`config.mk`:
```
export PLATFORM = sky130hd
export DESIGN_NAME = sgc_regs
export DESIGN_NICKNAME = d
export VERILOG_FILES = /design/src/pkg/sgc_pkg.sv /design/src/hw/sgc_regs.sv
export VERILOG_INCLUDE_DIRS = /design/src /design/src/pkg
export SDC_FILE = /design/constraint.sdc
export NUM_CORES = 1
export LEC_CHECK = 0
export BUFFER_PORTS_ARGS = -buffer_cell sky130_fd_sc_hd__buf_2
export CAP_MARGIN = 20
export CORE_MARGIN = 2
export CORE_UTILIZATION = 45
export CTS_CLUSTER_SIZE = 20
export DETAILED_ROUTE_END_ITERATION = 7
export GPL_TIMING_DRIVEN = 0
export PLACE_DENSITY = 0.76
export SYNTH_ARGS = -nofsm -noshare
export SYNTH_HDL_FRONTEND = slang
export SYNTH_SLANG_ARGS = --single-unit
```
`constraint.sdc`:
```
create_clock -name sys_clk -period 2.2 [get_ports sys_clk]
set_clock_uncertainty 0.15 [all_clocks]
set_input_delay 0.22 -clock sys_clk [delete_from_list [all_inputs] [get_ports sys_clk]]
set_output_delay 0.22 -clock sys_clk [all_outputs]
set_load 0.005 [all_outputs]
```
`src/pkg/sgc_defs.svh`:
```
`ifndef SGC_DEFS_SVH
`define SGC_DEFS_SVH
// ****************************************
// Register offsets
// ****************************************
`define SGC_OFS_FAMILY   8'h00
`define SGC_OFS_ID_RUN   8'h01
`define SGC_OFS_GCTL0    8'h02
// ****************************************
// Field positions
// ****************************************
`define SGC_RUN_BIT      0
`define SGC_BACKOFF_BIT  7
`define SGC_SRST_BIT     6
`define SGC_FLDYN_BIT    5
`define SGC_FLSTA_BIT    4
`define SGC_DROPSEL_BIT  1
`define SGC_LNKAGE_BIT   0
// ****************************************
// Reset values
// ****************************************
`define SGC_RUN_RST      1'b1
`define SGC_RSVD_RST     2'h3
// ****************************************
// Serial port commands
// ****************************************
`define SGC_CMD_WRITE    8'h02
`define SGC_CMD_READ     8'h03
// ****************************************
// Frame match values and timing
// ****************************************
`define SGC_PAUSE_TYPE   16'h8808
`define SGC_PAUSE_DA     48'h0180C2000001
`define SGC_CLK_MHZ      50
`define SGC_FAST_AGE_US  800
`define SGC_FAST_AGE_CYC (`SGC_FAST_AGE_US * `SGC_CLK_MHZ)
`endif

```
`src/pkg/sgc_pkg.sv`:
```
package sgc_pkg;
  // Serial pins after the pad, before synchronising
  typedef struct packed {
    logic cs_n;
    logic sck;
    logic mosi;
  } sgc_spi_in_t;

  // One classified received frame header
  typedef struct packed {
    logic        valid;
    logic [15:0] type_len;
    logic [47:0] dest;
    logic        is_flow_ctl;
  } sgc_frame_t;
endpackage : sgc_pkg

```
`src/hw/sgc_regs.sv`:
```
`timescale 1ns/10ps
`include "sgc_defs.svh"
// Contract
// - Run bit starts or halts switching, resets 1
// - Bit 7 selects alternative back-off algorithm
// - Bit 6 resets state machines, data path
// - Soft reset leaves configuration registers unchanged
// - Soft reset stops accepting incoming frames
// - Bit 5 starts learned-table flush, self-clears
// - Flush only ports with learning disabled
// - Bit 4 triggers static-table matching flush
// - Bit 1 set drops 0x8808 or pause DA
// - Bit 1 clear drops flow-control frames only
// - Link loss gives one fast age cycle
// - Unplugged port ages out all learned addresses
module sgc_regs #(
  parameter int          PORTS        = 4,
  parameter int          FAST_AGE_CYC = `SGC_FAST_AGE_CYC,
  parameter logic [7:0]  FAMILY_CODE  = 8'h5A, // Arbitrary value
  parameter logic [3:0]  PART_CODE    = 4'hA,  // Arbitrary value
  parameter logic [2:0]  REV_CODE     = 3'h1   // Arbitrary value
) (
  // Clock and reset
  input  wire logic                sys_clk,
  input  wire logic                reset,
  input  wire logic                clk_en,
  // Serial register port
  input  wire sgc_pkg::sgc_spi_in_t spi_in,
  output logic                     spi_miso,
  output logic                     spi_miso_oe,
  // Port status
  input  wire logic [PORTS-1:0]    link_up,
  input  wire logic [PORTS-1:0]    learn_disable,
  // Frame classifier
  input  wire sgc_pkg::sgc_frame_t frame_in,
  output logic                     frame_drop,
  // Switch controls
  output logic                     switch_run,
  output logic                     interop_backoff,
  output logic                     soft_reset,
  output logic                     rx_accept,
  output logic                     flush_learned,
  output logic [PORTS-1:0]         flush_port_mask,
  output logic                     flush_all,
  output logic                     flush_static,
  output logic                     interop_drop_select,
  output logic                     fast_age,
  output logic                     age_all
);
  import sgc_pkg::*;

  localparam int CW = $clog2(FAST_AGE_CYC + 1);

  // ****************************************
  // Pin synchroniser
  // ****************************************
  logic [2:0] pin_s1_q;
  logic [2:0] pin_s2_q;
  logic [2:0] pin_s3_q;
  logic [2:0] pin_lv_q;
  logic [2:0] pin_lv_d;

  always_ff @(posedge sys_clk)
  begin
    if (reset)
    begin
      // Idle levels, so no false clock edge follows reset
      pin_s1_q <= 3'h4;
      pin_s2_q <= 3'h4;
      pin_s3_q <= 3'h4;
      pin_lv_q <= 3'h4;
    end
    else if (clk_en)
    begin
      pin_s1_q <= {spi_in.cs_n, spi_in.sck, spi_in.mosi};
      pin_s2_q <= pin_s1_q;
      pin_s3_q <= pin_s2_q;
      pin_lv_q <= pin_lv_d;
    end
  end

  // A change counts only once two stages agree
  always_comb
  begin
    for (int i = 0; i < 3; i++)
      pin_lv_d[i] = (pin_s2_q[i] == pin_s3_q[i]) ? pin_s3_q[i] : pin_lv_q[i];
  end

  logic sel;
  logic sck_rise;
  logic sck_fall;
  assign sel      = ~pin_lv_d[2];
  assign sck_rise = pin_lv_d[1] & ~pin_lv_q[1];
  assign sck_fall = ~pin_lv_d[1] & pin_lv_q[1];

  // ****************************************
  // Register storage
  // ****************************************
  logic       run_q;
  logic       backoff_q;
  logic       srst_q;
  logic       fldyn_q;
  logic       flsta_q;
  logic       dropsel_q;
  logic       lnkage_q;
  logic       wr_stb_q;
  logic [7:0] wr_addr_q;
  logic [7:0] wr_data_q;

  function automatic logic [7:0] reg_read(input logic [7:0] a);
    if (a == `SGC_OFS_FAMILY)
      reg_read = FAMILY_CODE;
    else if (a == `SGC_OFS_ID_RUN)
      reg_read = {PART_CODE, REV_CODE, run_q};
    else if (a == `SGC_OFS_GCTL0)
      reg_read = {backoff_q, srst_q, fldyn_q, flsta_q, `SGC_RSVD_RST,
                  dropsel_q, lnkage_q};
    else
      reg_read = 8'h00;
  endfunction : reg_read

  // Soft reset never touches this block
  always_ff @(posedge sys_clk)
  begin
    if (reset)
    begin
      run_q     <= `SGC_RUN_RST;
      backoff_q <= 1'b0;
      srst_q    <= 1'b0;
      dropsel_q <= 1'b0;
      lnkage_q  <= 1'b0;
    end
    else if (clk_en && wr_stb_q)
    begin
      if (wr_addr_q == `SGC_OFS_ID_RUN)
        run_q <= wr_data_q[`SGC_RUN_BIT];
      else if (wr_addr_q == `SGC_OFS_GCTL0)
      begin
        backoff_q <= wr_data_q[`SGC_BACKOFF_BIT];
        srst_q    <= wr_data_q[`SGC_SRST_BIT];
        dropsel_q <= wr_data_q[`SGC_DROPSEL_BIT];
        lnkage_q  <= wr_data_q[`SGC_LNKAGE_BIT];
      end
    end
  end

  // Flush triggers self-clear one cycle after the write
  always_ff @(posedge sys_clk)
  begin
    if (reset)
    begin
      fldyn_q <= 1'b0;
      flsta_q <= 1'b0;
    end
    else if (clk_en)
    begin
      if (wr_stb_q && wr_addr_q == `SGC_OFS_GCTL0)
      begin
        fldyn_q <= wr_data_q[`SGC_FLDYN_BIT];
        flsta_q <= wr_data_q[`SGC_FLSTA_BIT];
      end
      else
      begin
        fldyn_q <= 1'b0;
        flsta_q <= 1'b0;
      end
    end
  end

  // ****************************************
  // Serial port slave
  // ****************************************
  logic [2:0] bit_cnt_q;
  logic [1:0] byte_cnt_q;
  logic [7:0] cmd_q;
  logic [7:0] addr_q;
  logic [7:0] rx_sh_q;
  logic [7:0] tx_sh_q;
  logic [7:0] rx_byte;
  assign rx_byte = {rx_sh_q[6:0], pin_lv_d[0]};

  // Linear byte space, unmapped addresses read zero
  always_ff @(posedge sys_clk)
  begin
    if (reset)
    begin
      bit_cnt_q   <= 3'h0;
      byte_cnt_q  <= 2'h0;
      cmd_q       <= 8'h00;
      addr_q      <= 8'h00;
      rx_sh_q     <= 8'h00;
      tx_sh_q     <= 8'h00;
      wr_stb_q    <= 1'b0;
      wr_addr_q   <= 8'h00;
      wr_data_q   <= 8'h00;
      spi_miso    <= 1'b0;
      spi_miso_oe <= 1'b0;
    end
    else if (clk_en)
    begin
      wr_stb_q    <= 1'b0;
      spi_miso_oe <= sel;
      if (!sel)
      begin
        bit_cnt_q  <= 3'h0;
        byte_cnt_q <= 2'h0;
      end
      else if (sck_rise)
      begin
        rx_sh_q   <= rx_byte;
        bit_cnt_q <= bit_cnt_q + 3'h1;
        if (bit_cnt_q == 3'h7)
        begin
          if (byte_cnt_q != 2'h2)
            byte_cnt_q <= byte_cnt_q + 2'h1;
          if (byte_cnt_q == 2'h0)
            cmd_q <= rx_byte;
          else if (byte_cnt_q == 2'h1)
          begin
            addr_q  <= rx_byte;
            tx_sh_q <= reg_read(rx_byte);
          end
          else
          begin
            if (cmd_q == `SGC_CMD_WRITE)
            begin
              wr_stb_q  <= 1'b1;
              wr_addr_q <= addr_q;
              wr_data_q <= rx_byte;
            end
            addr_q  <= addr_q + 8'h01;
            tx_sh_q <= reg_read(addr_q + 8'h01);
          end
        end
      end
      else if (sck_fall)
      begin
        spi_miso <= tx_sh_q[7];
        tx_sh_q  <= {tx_sh_q[6:0], 1'b0};
      end
    end
  end

  // ****************************************
  // Control outputs
  // ****************************************
  logic          link_fall;
  logic [PORTS-1:0] link_prev_q;
  logic [CW-1:0] age_cnt_q;
  assign link_fall = |(link_prev_q & ~link_up);

  always_ff @(posedge sys_clk)
  begin
    if (reset)
    begin
      switch_run          <= `SGC_RUN_RST;
      interop_backoff     <= 1'b0;
      soft_reset          <= 1'b0;
      rx_accept           <= 1'b0;
      interop_drop_select <= 1'b0;
      flush_learned       <= 1'b0;
      flush_port_mask     <= '0;
      flush_all           <= 1'b0;
      flush_static        <= 1'b0;
    end
    else if (clk_en)
    begin
      switch_run          <= run_q;
      interop_backoff     <= backoff_q;
      soft_reset          <= srst_q;
      rx_accept           <= run_q & ~srst_q;
      interop_drop_select <= dropsel_q;
      flush_learned       <= fldyn_q;
      flush_port_mask     <= fldyn_q ? learn_disable : '0;
      flush_all           <= fldyn_q & (&learn_disable);
      flush_static        <= flsta_q;
    end
  end

  // Frame drop decision; cleared with the data path
  always_ff @(posedge sys_clk)
  begin
    if (reset)
      frame_drop <= 1'b0;
    else if (clk_en)
    begin
      if (srst_q)
        frame_drop <= 1'b0;
      else if (dropsel_q)
        frame_drop <= frame_in.valid &
          (frame_in.type_len == `SGC_PAUSE_TYPE ||
           frame_in.dest == `SGC_PAUSE_DA);
      else
        frame_drop <= frame_in.valid & frame_in.is_flow_ctl;
    end
  end

  // One fast aging window per link loss, then back to normal aging
  always_ff @(posedge sys_clk)
  begin
    if (reset || (clk_en && srst_q))
    begin
      link_prev_q <= '0;
      age_cnt_q   <= '0;
      fast_age    <= 1'b0;
      age_all     <= 1'b0;
    end
    else if (clk_en)
    begin
      link_prev_q <= link_up;
      age_all     <= lnkage_q & link_fall;
      if (lnkage_q && link_fall)
      begin
        age_cnt_q <= CW'(FAST_AGE_CYC - 1);
        fast_age  <= 1'b1;
      end
      else if (age_cnt_q != '0)
        age_cnt_q <= age_cnt_q - 1'b1;
      else
        fast_age <= 1'b0;
    end
  end
endmodule : sgc_regs

```
Word-level counts from Yosys, hierarchy flattened:

Index checks and enable logic that the tools add are counted.

* add/sub/neg operators: 4
* divide/modulo/power cells: 0
* reduce and logical (&&, ||, !) cells: 29
* $lt $le $gt $ge: 0
* multiply operators: 0
* muxes and demuxes: 36
* equal/unequal tests: 18
* shift-type cells: 0
* bitwise logic cells: 17

Operators with widths (number)
* $mux W8: 12
* $eq A48 B41 Y1 const B: 1
* $eq A8 B2 Y1 const B: 4
* $mux W16: 2
* $eq A8 B1 Y1 const B: 3
* $eq A16 B16 Y1 const B: 1
* $logic_not A8 Y1: 2
* $reduce_bool A16 Y1: 1
* $sub A16 B1 Y16 const B: 1
* $mux W1: 15
* $reduce_and A5 Y1: 3
* $reduce_and A4 Y1: 3
* $reduce_bool A2 Y1: 5
* $add A8 B1 Y8 const B: 1
* $mux W2: 4
* $not A1 Y1: 8
* $reduce_and A2 Y1: 4
* $and A1 B1 Y1: 7
* $reduce_and A7 Y1: 1
* $mux W3: 2
* $ne A2 B2 Y1 const B: 3
* $reduce_and A3 Y1: 2
* $and A4 B4 Y4: 1
* $logic_and A1 B1 Y1: 4
* 11 further kinds: 14

* register bits after elaboration: 109
* bits in latches: 0
* logic and storage cells: 140
* memories kept: 0
* output and inout bits: 17
* memory bits (read-only): 0
* RAM bits: 0
* input bits: 80

Depth between registers and ports, before layout:

Gate-level depths: netlist of run 1.

* depth in word-level cells: 10
* depth in mapped cells: 11
* mapped depth without buffers: 9

Worst setup path after synthesis of run 1:

Ideal clock, no wire load.

* path type: register to register
* start: register pin_lv_q[1]
* end: register cmd_q[0]
* clock period less this slack: 2.443 ns
* library setup time: 0.128 ns
* data arrival time: 2.166 ns
* data required time: 1.922 ns
* setup slack: -0.243 ns
* buffers on the path: 2
* stages on the path, launching flop included: 12
* path through: dfxtp_1 a21o_1 o21ai_0 inv_1 ha_1 nand2_1 clkbuf_1 nor2_1 and3_1 buf_2 mux2i_1 nor2_1

* longest elaborated chain between the ends: 3
* elaborated cells on any way between the ends: 4
* those cells by class: mux: 1; bitwise: 2; reduce/logical: 1

RTL lines
* from (decl): line sgc_regs.sv:60 `logic [2:0] pin_lv_q;`
* from (signal assigned): line sgc_regs.sv:78 `pin_lv_q <= pin_lv_d;`
* $mux W1: line sgc_regs.sv:86 `pin_lv_d[i] = (pin_s2_q[i] == pin_s3_q[i]) ? pin_s3_q[i] : pin_lv_q[i];`
* net pin_lv_d[1]: line sgc_regs.sv:61 `logic [2:0] pin_lv_d;`
* $and A1 B1 Y1: line sgc_regs.sv:93 `assign sck_rise = pin_lv_d[1] & ~pin_lv_q[1];`
* $reduce_and A5 Y1 (no source line)
* to (signal assigned): line sgc_regs.sv:217 `cmd_q <= rx_byte;`
* to (decl): line sgc_regs.sv:175 `logic [7:0] cmd_q;`

The timed path passes the listed nets, and every way through them passes these cells.
A chain may end at the register's enable or synchronous reset.

Worst setup path after layout of run 1:

* start: register pin_s2_q[1]
* end: register spi_miso

* longest elaborated chain between the ends: 5
* elaborated cells on any way between the ends: 7
* those cells by class: eq/ne: 1; mux: 1; bitwise: 4; reduce/logical: 1

RTL lines
* from (decl): line sgc_regs.sv:58 `logic [2:0] pin_s2_q;`
* from (signal assigned): line sgc_regs.sv:76 `pin_s2_q <= pin_s1_q;`
* $eq A1 B1 Y1 *: line sgc_regs.sv:86
* $mux W1 *: line sgc_regs.sv:86
* $and A1 B1 Y1 / $not A1 Y1 (equally long branches): line sgc_regs.sv:93, sgc_regs.sv:94
* $not A1 Y1 (no source line) / $and A1 B1 Y1 (equally long branches)
* $reduce_and A4 Y1 (no source line) *
* to (signal assigned): line sgc_regs.sv:238 `spi_miso <= tx_sh_q[7];`
* to (decl): line sgc_regs.sv:29 `output logic spi_miso,`

Every way passes the cells marked *; elsewhere a longest branch is shown, timed or not.

==> results of run 1 <==
power groups by stage:
| stage | Clock [mW] | Sequential, mW | Combinational [mW] |
|---|---|---|---|
| 2_1_floorplan | 0 | 2.24 | 0.801 |
| 3_3_place_gp | 0 | 2.26 | 1.02 |
| 3_5_place_dp | 0 | 2.27 | 1.06 |
| 4_1_cts | 1.61 | 2.23 | 1.14 |
| 5_1_grt | 1.69 | 2.26 | 1.33 |
| 6_report | 1.59 | 2.23 | 1.20 |
routing by layer:
layer	track usage, %	part of all wire, %	vias to the layer above
met3	3.54	7.4	36
met5	0	0	-
met2	40.7	48	218
met4	9.38	2.3	0
met1	30.2	42	2478
li1	-	-	2435
cells by family (layout without fill, tap and decap cells):
family          Yosys count  count (layout)  share of synthesized area (%)
simple gates            233             233                           22.6
compound gates          137             137                           17.5
flops                   107             107                           41.1
buf+inv                  52             195                           5.28
mux                      42              42                           8.07
fa+ha+maj                14              14                           3.29
xor+xnor                 13              13                           2.18
per-stage QoR:
stage | TNS [ns] | std cells | util (%) | area [um2]
floorplan | 0 | 598 | - | 5240
finish | -0.191 | 884 | 59.0 | 6710
CTS | -0.105 | 884 | 58.4 | 6640
detailed placement | -10.90 | 835 | 51.8 | 5890
global placement | -7.94 | 835 | 51.8 | 5890
global route | -1.77 | 884 | 59.0 | 6710
state kept, by name, indices dropped and copies added (netlist names), 2 cells and up:
register,flops
byte_cnt_q,2
pin_s2_q,3
pin_lv_q,3
pin_s3_q,3
tx_sh_q,8
pin_s1_q,3
bit_cnt_q,3
addr_q,8
rx_sh_q,7
cmd_q,8
flush_port_mask,4
wr_data_q,6
link_prev_q,4
age_cnt_q,16
wr_addr_q,8
worst min-delay path, cell delays in order:
cell and delay [ns]:
buf_2 0.10, nand3_1 0.07, a21oi_1 0.06
repair_timing:
item / CTS / global route
buffers inserted: 25 / 0
setup endpoints to repair: 52 / 47
gates resized for setup: 45 / 26
gates cloned: 1 / 0
hold buffers: 7 / 0
hold endpoints to repair: 7 / 0
pin swaps: 18 / 19
synthesized netlist by cell type, types with 2 or more instances:
cell       number
a2111oi_4       2
a211o_1         4
a211oi_1        4
a21o_1          3
a21oi_1        44
a22oi_1         8
a31oi_1         8
and3_1          4
buf_1           3
buf_2           6
clkbuf_1       20
clkbuf_8        6
dfxtp_1       107
ha_1           12
inv_1          14
mux2i_1        42
nand2_1        52
nand2b_1        6
nand3_1        10
nand3b_1        3
nand4_1         9
nor2_1         80
nor2b_1        13
nor3_1         11
nor4_1         13
nor4b_1        13
o2111ai_1       6
o211ai_1        8
o21a_1          2
o21ai_0        28
o22ai_1         3
o31ai_1         5
o41ai_1         2
or3_1           3
or4_1           2
or4b_2          2
xnor2_1         3
xor2_1         10
cell type report:
class	instances	area [um2]
buffer	37	244
clock buffer	9	225
clock inverter	7	70.1
fill	970	4660
inverter	15	56.3
multi-input combinational	439	2990
sequential	107	2160
tap	143	179
timing repair buffer	127	777
path summary, 6_finish.rpt:
check | start | endpoint | slack [ns] | cells past startpoint
setup / recovery | pin_s2_q[1] | spi_miso | -0.05 | 11
hold / removal | learn_disable[1] | flush_port_mask[1] | -0.0004 | 3
setup reg to reg | pin_s2_q[1] | spi_miso | -0.05 | 11
hold reg to reg | flush_port_mask[3] | flush_port_mask[3] | 0.32 | 2
==> results by group, run 1 <==
Status
  – Status: finished, violations left
  – Violated checks: negative hold slack, negative setup slack

Yosys
  – Post-Syn Nets: a little under 700
  – Top cell type's share of synthesized area: ~41%
  – Warnings, synthesis: 0
  – Number of synthesized flops with an enable pin: 0
  – Yosys reg bits: approximately 110
  – Main synth FF type: dfxtp_1
  – Synth unique cells: 65
  – Top post-synthesis cells by area: dfxtp_1 (41%), mux2i_1 (8.1%), nor2_1 (5.8%)
  – Mapped Area: between 0.005 and 0.006 mm2
  – Post-synthesis average cell area: approximately 8.7 um2
  – Post-Syn Instances: between 500 and 600
  – Post-synth top area cell: dfxtp_1
  – Ys async rst share: 0%
  – Post-synthesis sequential area ratio: approximately two fifths

Placement
  – PortBufs: 94
  – Pre-CTS WS: -0.481 ns
  – Dpl hpwl: 10400 um
  – RePlAce Congestion: 0.908

Drt
  – DR pass1 iterations: 5
  – Iter 0 DRT Violations: 310
  – WL/cell: ~17 um
  – Vias: 5167
  – Routed Antenna Nets: 0
  – Final wirelength: 15000 um
  – DRC Markers: 0
  – Drt via density: 5.85

Pwr
  – Clock power frac: between 30% and 40%
  – VDD IR max: approximately 0.93 mV
  – Net switching power: between 1.5 and 2 mW
  – PD cells: around 750 mW/mm2
  – Seq pwr share: 44.4%
  – Switching part of the total: between 30% and 40%
  – Int Power: 3.42 mW
  – Comb pwr share: a little under a quarter
  – Design Power: slightly above 5 mW
  – Leak: about 2.6 nW

Worst setup path
  – Crit path largest cell delay: roughly 0.4 ns
  – Critical Path End Type: register
  – CP most frequent cell: buf_4
  – Worst path bufs/invs: 5
  – Crit Path Class: register to register
  – Crit path DAT: about 2.3 ns
  – Worst path slowest cell: nor4b_2
  – Worst-path cell chain: a21o_1 > o21ai_2 > buf_4 > buf_4 > buf_4 > buf_4 > buf_4 > ha_1 > nor4b_2 > mux2i_1 > nor2_1
  – CP Data Required Time: roughly 2.3 ns
  – Worst-path maximum fanout: 3
  – Worst setup SP type: register
  – Crit path max-delay family: buffers and inverters

GRT
  – GRT overflow: 0
  – Total GRT Usage: a little under a quarter
  – First-pass GRT wire length: about 24000 um
  – Largest net degree at the start of global routing: 21
  – Initial antenna violation count: 0
  – Vias in the first global route: 5145

CTS
  – Clock-pin slew of the registers on the worst-case setup and hold paths: 0.08 ns
  – Maximum clock path buffer count: 2
  – Clock tree sinks: around 110
  – Clk_lat worst skew: roughly 0.35 ns
  – CTS tree: done
  – TritonCTS buffer count: 9
  – H-tree Lvls: 3
  – Clk root buf: clkbuf_16

STA
  – Final min period: 2.25 ns
  – Final slew viol count: 0
  – Hold Fails Final Rpt: 1
  – Crit share post-route: 102%
  – RSZ-0062 raised after global routing: true
  – F_max: ~0.45 GHz
  – # setup viols final: 7
  – Final Worst Setup Slack: -0.0463 ns
  – Max-slew headroom: between 40% and 50%
  – Hold_ws: -0.000363 ns
  – Tightest Pin Transition: between 0.7 and 0.8 ns

Final layout
  – Final #Nets: roughly 830
  – Most frequent cells in the layout: dfxtp_1 (98), buf_2 (96), nor2_1 (78)
  – Layout cells sized above 1: ~28%
  – Synthesis-to-finish area growth: 28.7%
  – N_diodes: 0
  – Commonest non-fill, non-tap cell in the layout: dfxtp_1

Die
  – Initial Utilization: 45.8%
  – Num rows: 39
  – Die span in x: approximately 110 um
  – Die area: around 0.012 mm2
  – IO Count: 97
  – Core area: between 0.01 and 0.015 mm2
  – Die H: 112 um

Run
  – Max-cap violations: 0

Min path
  – Hold Path Class: input pin to register
(Power assumes the default switching activity.)
==> run 2: changes to the inputs <==
ABC_CLOCK_PERIOD_IN_PS = 2200   (was not set)
CORE_MARGIN = not set   (was 2)
RECOVER_POWER = 25   (was not set)
==> results by group, run 2 (same netlist as run 1, synthesis figures left out) <==
Final layout
  – Register area: 0.00216 mm2 (unchanged)
  – Post-Layout Cell Count: 882 (-0.23%)
  – N_diodes: 0 (unchanged)
  – Synthesis-to-finish area growth: 30.1%
  – Max FFs per register: 16 (unchanged)
  – Area of the multi-input gates: 0.00306 mm2 (+2.1%)
  – Layout cells sized above 1: 26.0% (-1.5 points)
  – Commonest non-fill, non-tap cell in the layout: dfxtp_1
  – Fillcell total: 915 (-5.7%)
  – Final #Nets: 829 (+0.12%)
  – Most frequent cells in the layout: dfxtp_1 (96), buf_2 (83), nor2_1 (77)
  – Top reg by flops: age_cnt_q
  – Post-route cell area: 0.00678 mm2 (+1.1%)
  – Fin util: 61.2% (+2.2 points)

STA
  – Tightest Pin Transition: 0.904 ns (+0.149 ns)
  – Final slew viol count: 0 (unchanged)
  – Max-slew headroom: 39.8% (-9.9 points)
  – Final setup TNS: -0.214 ns (-0.0230 ns)
  – RSZ-0062 raised after global routing: true
  – Final Worst Setup Slack: -0.0913 ns (-0.0449 ns)
  – F_max: 0.436 GHz (-2.0%)
  – Hold_ws: 0.000269 ns (+0.000632 ns)
  – # setup viols final: 4 (-3)
  – Hold Fails Final Rpt: 0 (-1)
  – Final min period: 2.29 ns (+0.0449 ns)
  – Crit share post-route: 104% (+2.0 points)

Die
  – Die H: 110 um (-1.8%)
  – IO Count: 97 (unchanged)
  – Die span in x: 110 um (-1.8%)
  – Die area: 0.0120 mm2 (-3.6%)
  – Num rows: 38 (-2.6%)
  – Initial Utilization: 47.1% (+1.2 points)
  – Core area: 0.0111 mm2 (-2.6%)

Min path
  – Hold Path Depth: 3 (unchanged)
  – Hold Path Class: input pin to register

CTS
  – TritonCTS buffer count: 9 (unchanged)
  – Maximum clock path buffer count: 2 (unchanged)
  – Clock-pin slew of the registers on the worst-case setup and hold paths: 0.07 ns (about the same)
  – Clk_lat worst skew: 0.35 ns (about the same)
  – Clock tree sinks: 107 (unchanged)
  – CTS tree: done
  – Clk root buf: clkbuf_16
  – H-tree Lvls: 3 (unchanged)

Pwr
  – Leak: 2.58 nW (-0.88%)
  – Design Power: 5.19 mW (+3.2%)
  – PD cells: 764 mW/mm2 (+2.0%)
  – VDD IR max: 0.637 mV (-31%)

Placement
  – Pre-CTS WS: -0.617 ns (-0.136 ns)
  – RePlAce Congestion: 0.873 (-3.9%)
  – Dpl hpwl: 10500 um (+0.77%)
  – Number of cells after detailed placement: 832 (-0.36%)
  – PortBufs: 94 (unchanged)
  – Area after DPL: 0.00588 mm2 (about the same)

Drt
  – DR pass1 iterations: 5 (unchanged)
  – Vias: 5213 (+0.89%)
  – Iter 0 DRT Violations: 547 (+76%)
  – WL/cell: 17.7 um (+4.0%)
  – Routed Antenna Nets: 0 (unchanged)
  – Drt via density: 5.91 (+1.1%)
  – DRC Markers: 0 (unchanged)
  – Final wirelength: 15600 um (+3.8%)

Worst setup path
  – Worst setup SP type: register
  – Worst reg2reg path depth: 10 (-1)
  – Worst-path maximum fanout: 6 (+3)
  – Crit Path Class: register to register
  – CP Data Required Time: 2.29 ns (+0.02 ns)
  – Crit path DAT: 2.38 ns (+0.07 ns)
  – Critical Path End Type: register

GRT
  – First-pass GRT wire length: 23500 um (-3.5%)
  – Total GRT Usage: 25.8% (+2.0 points)
  – Initial antenna violation count: 0 (unchanged)
  – Vias in the first global route: 4731 (-8.0%)
  – Largest net degree at the start of global routing: 19 (-9.5%)
  – GRT overflow: 0 (unchanged)

Status
  – Violated checks: negative setup slack
  – Status: finished, violations left

Run
  – Max-cap violations: 0 (unchanged)
run 2: changes by cell type in the layout (fill, tap and decap cells not counted), sizes merged:
cell,delta
buf,-13
bufinv,+1
clkbuf,+14
clkinv,-2
clkinvlp,+1
dlygate4sd3,+1
inv,-1
run 2: path summary, 6_finish.rpt:
path | start | to | slack (ns)
worst min-delay path | learn_disable[3] | flush_port_mask[3] | 0.0003
worst min register to register | pin_lv_q[2] | pin_lv_q[2] | 0.31
worst max register to register | pin_s2_q[1] | tx_sh_q[3] | -0.09
worst max-delay path | pin_s2_q[1] | tx_sh_q[3] | -0.09
run 2: power breakdown:
group / total, mW / switching (mW) / internal, mW
sequential: 2.24 / 0.145 / 2.09
clock: 1.64 / 0.745 / 0.896
combinational: 1.31 / 0.719 / 0.591
total: 5.19 / 1.61 / 3.58
run 2: final cells by class:
class / instances / share of cell area (%)
inverter: 15 / 0.830
clock buffer: 10 / 3.38
multi-input combinational: 439 / 45.1
clock inverter: 6 / 1.07
sequential: 107 / 31.9
buffer: 36 / 3.39
timing repair buffer: 129 / 11.8
tap: 140 / 2.58
run 2: per-layer routing:
| layer | vias to the layer above | global-route usage, % | wire, um | share of wire (%) |
|---|---|---|---|---|
| li1 | 2444 | - | - | - |
| met4 | 0 | 11.1 | 481 | 3.1 |
| met5 | - | 0 | 0 | 0 |
| met3 | 44 | 4.27 | 1260 | 8.0 |
| met2 | 278 | 43.7 | 7300 | 47 |
| met1 | 2447 | 32.3 | 6570 | 42 |
run 2: what timing repair did:
action                                  CTS  global route
cloned                                    1             1
pin swaps                                17            27
endpoints found under the setup margin   54            50
resized for setup                        43            48
hold endpoints to repair                  8             0
buffers inserted                         20             5
hold buffers                              8             0
run 2: critical path, cell delays in order (launching register included):
cell and delay (ns):
dfxtp_2 0.34, a21o_1 0.19, o21ai_2 0.09, inv_2 0.07, ha_4 0.17, buf_6 0.12, a2111oi_4 0.44, buf_6 0.20
nand2_4 0.07, a211oi_2 0.27, nor4_2 0.06
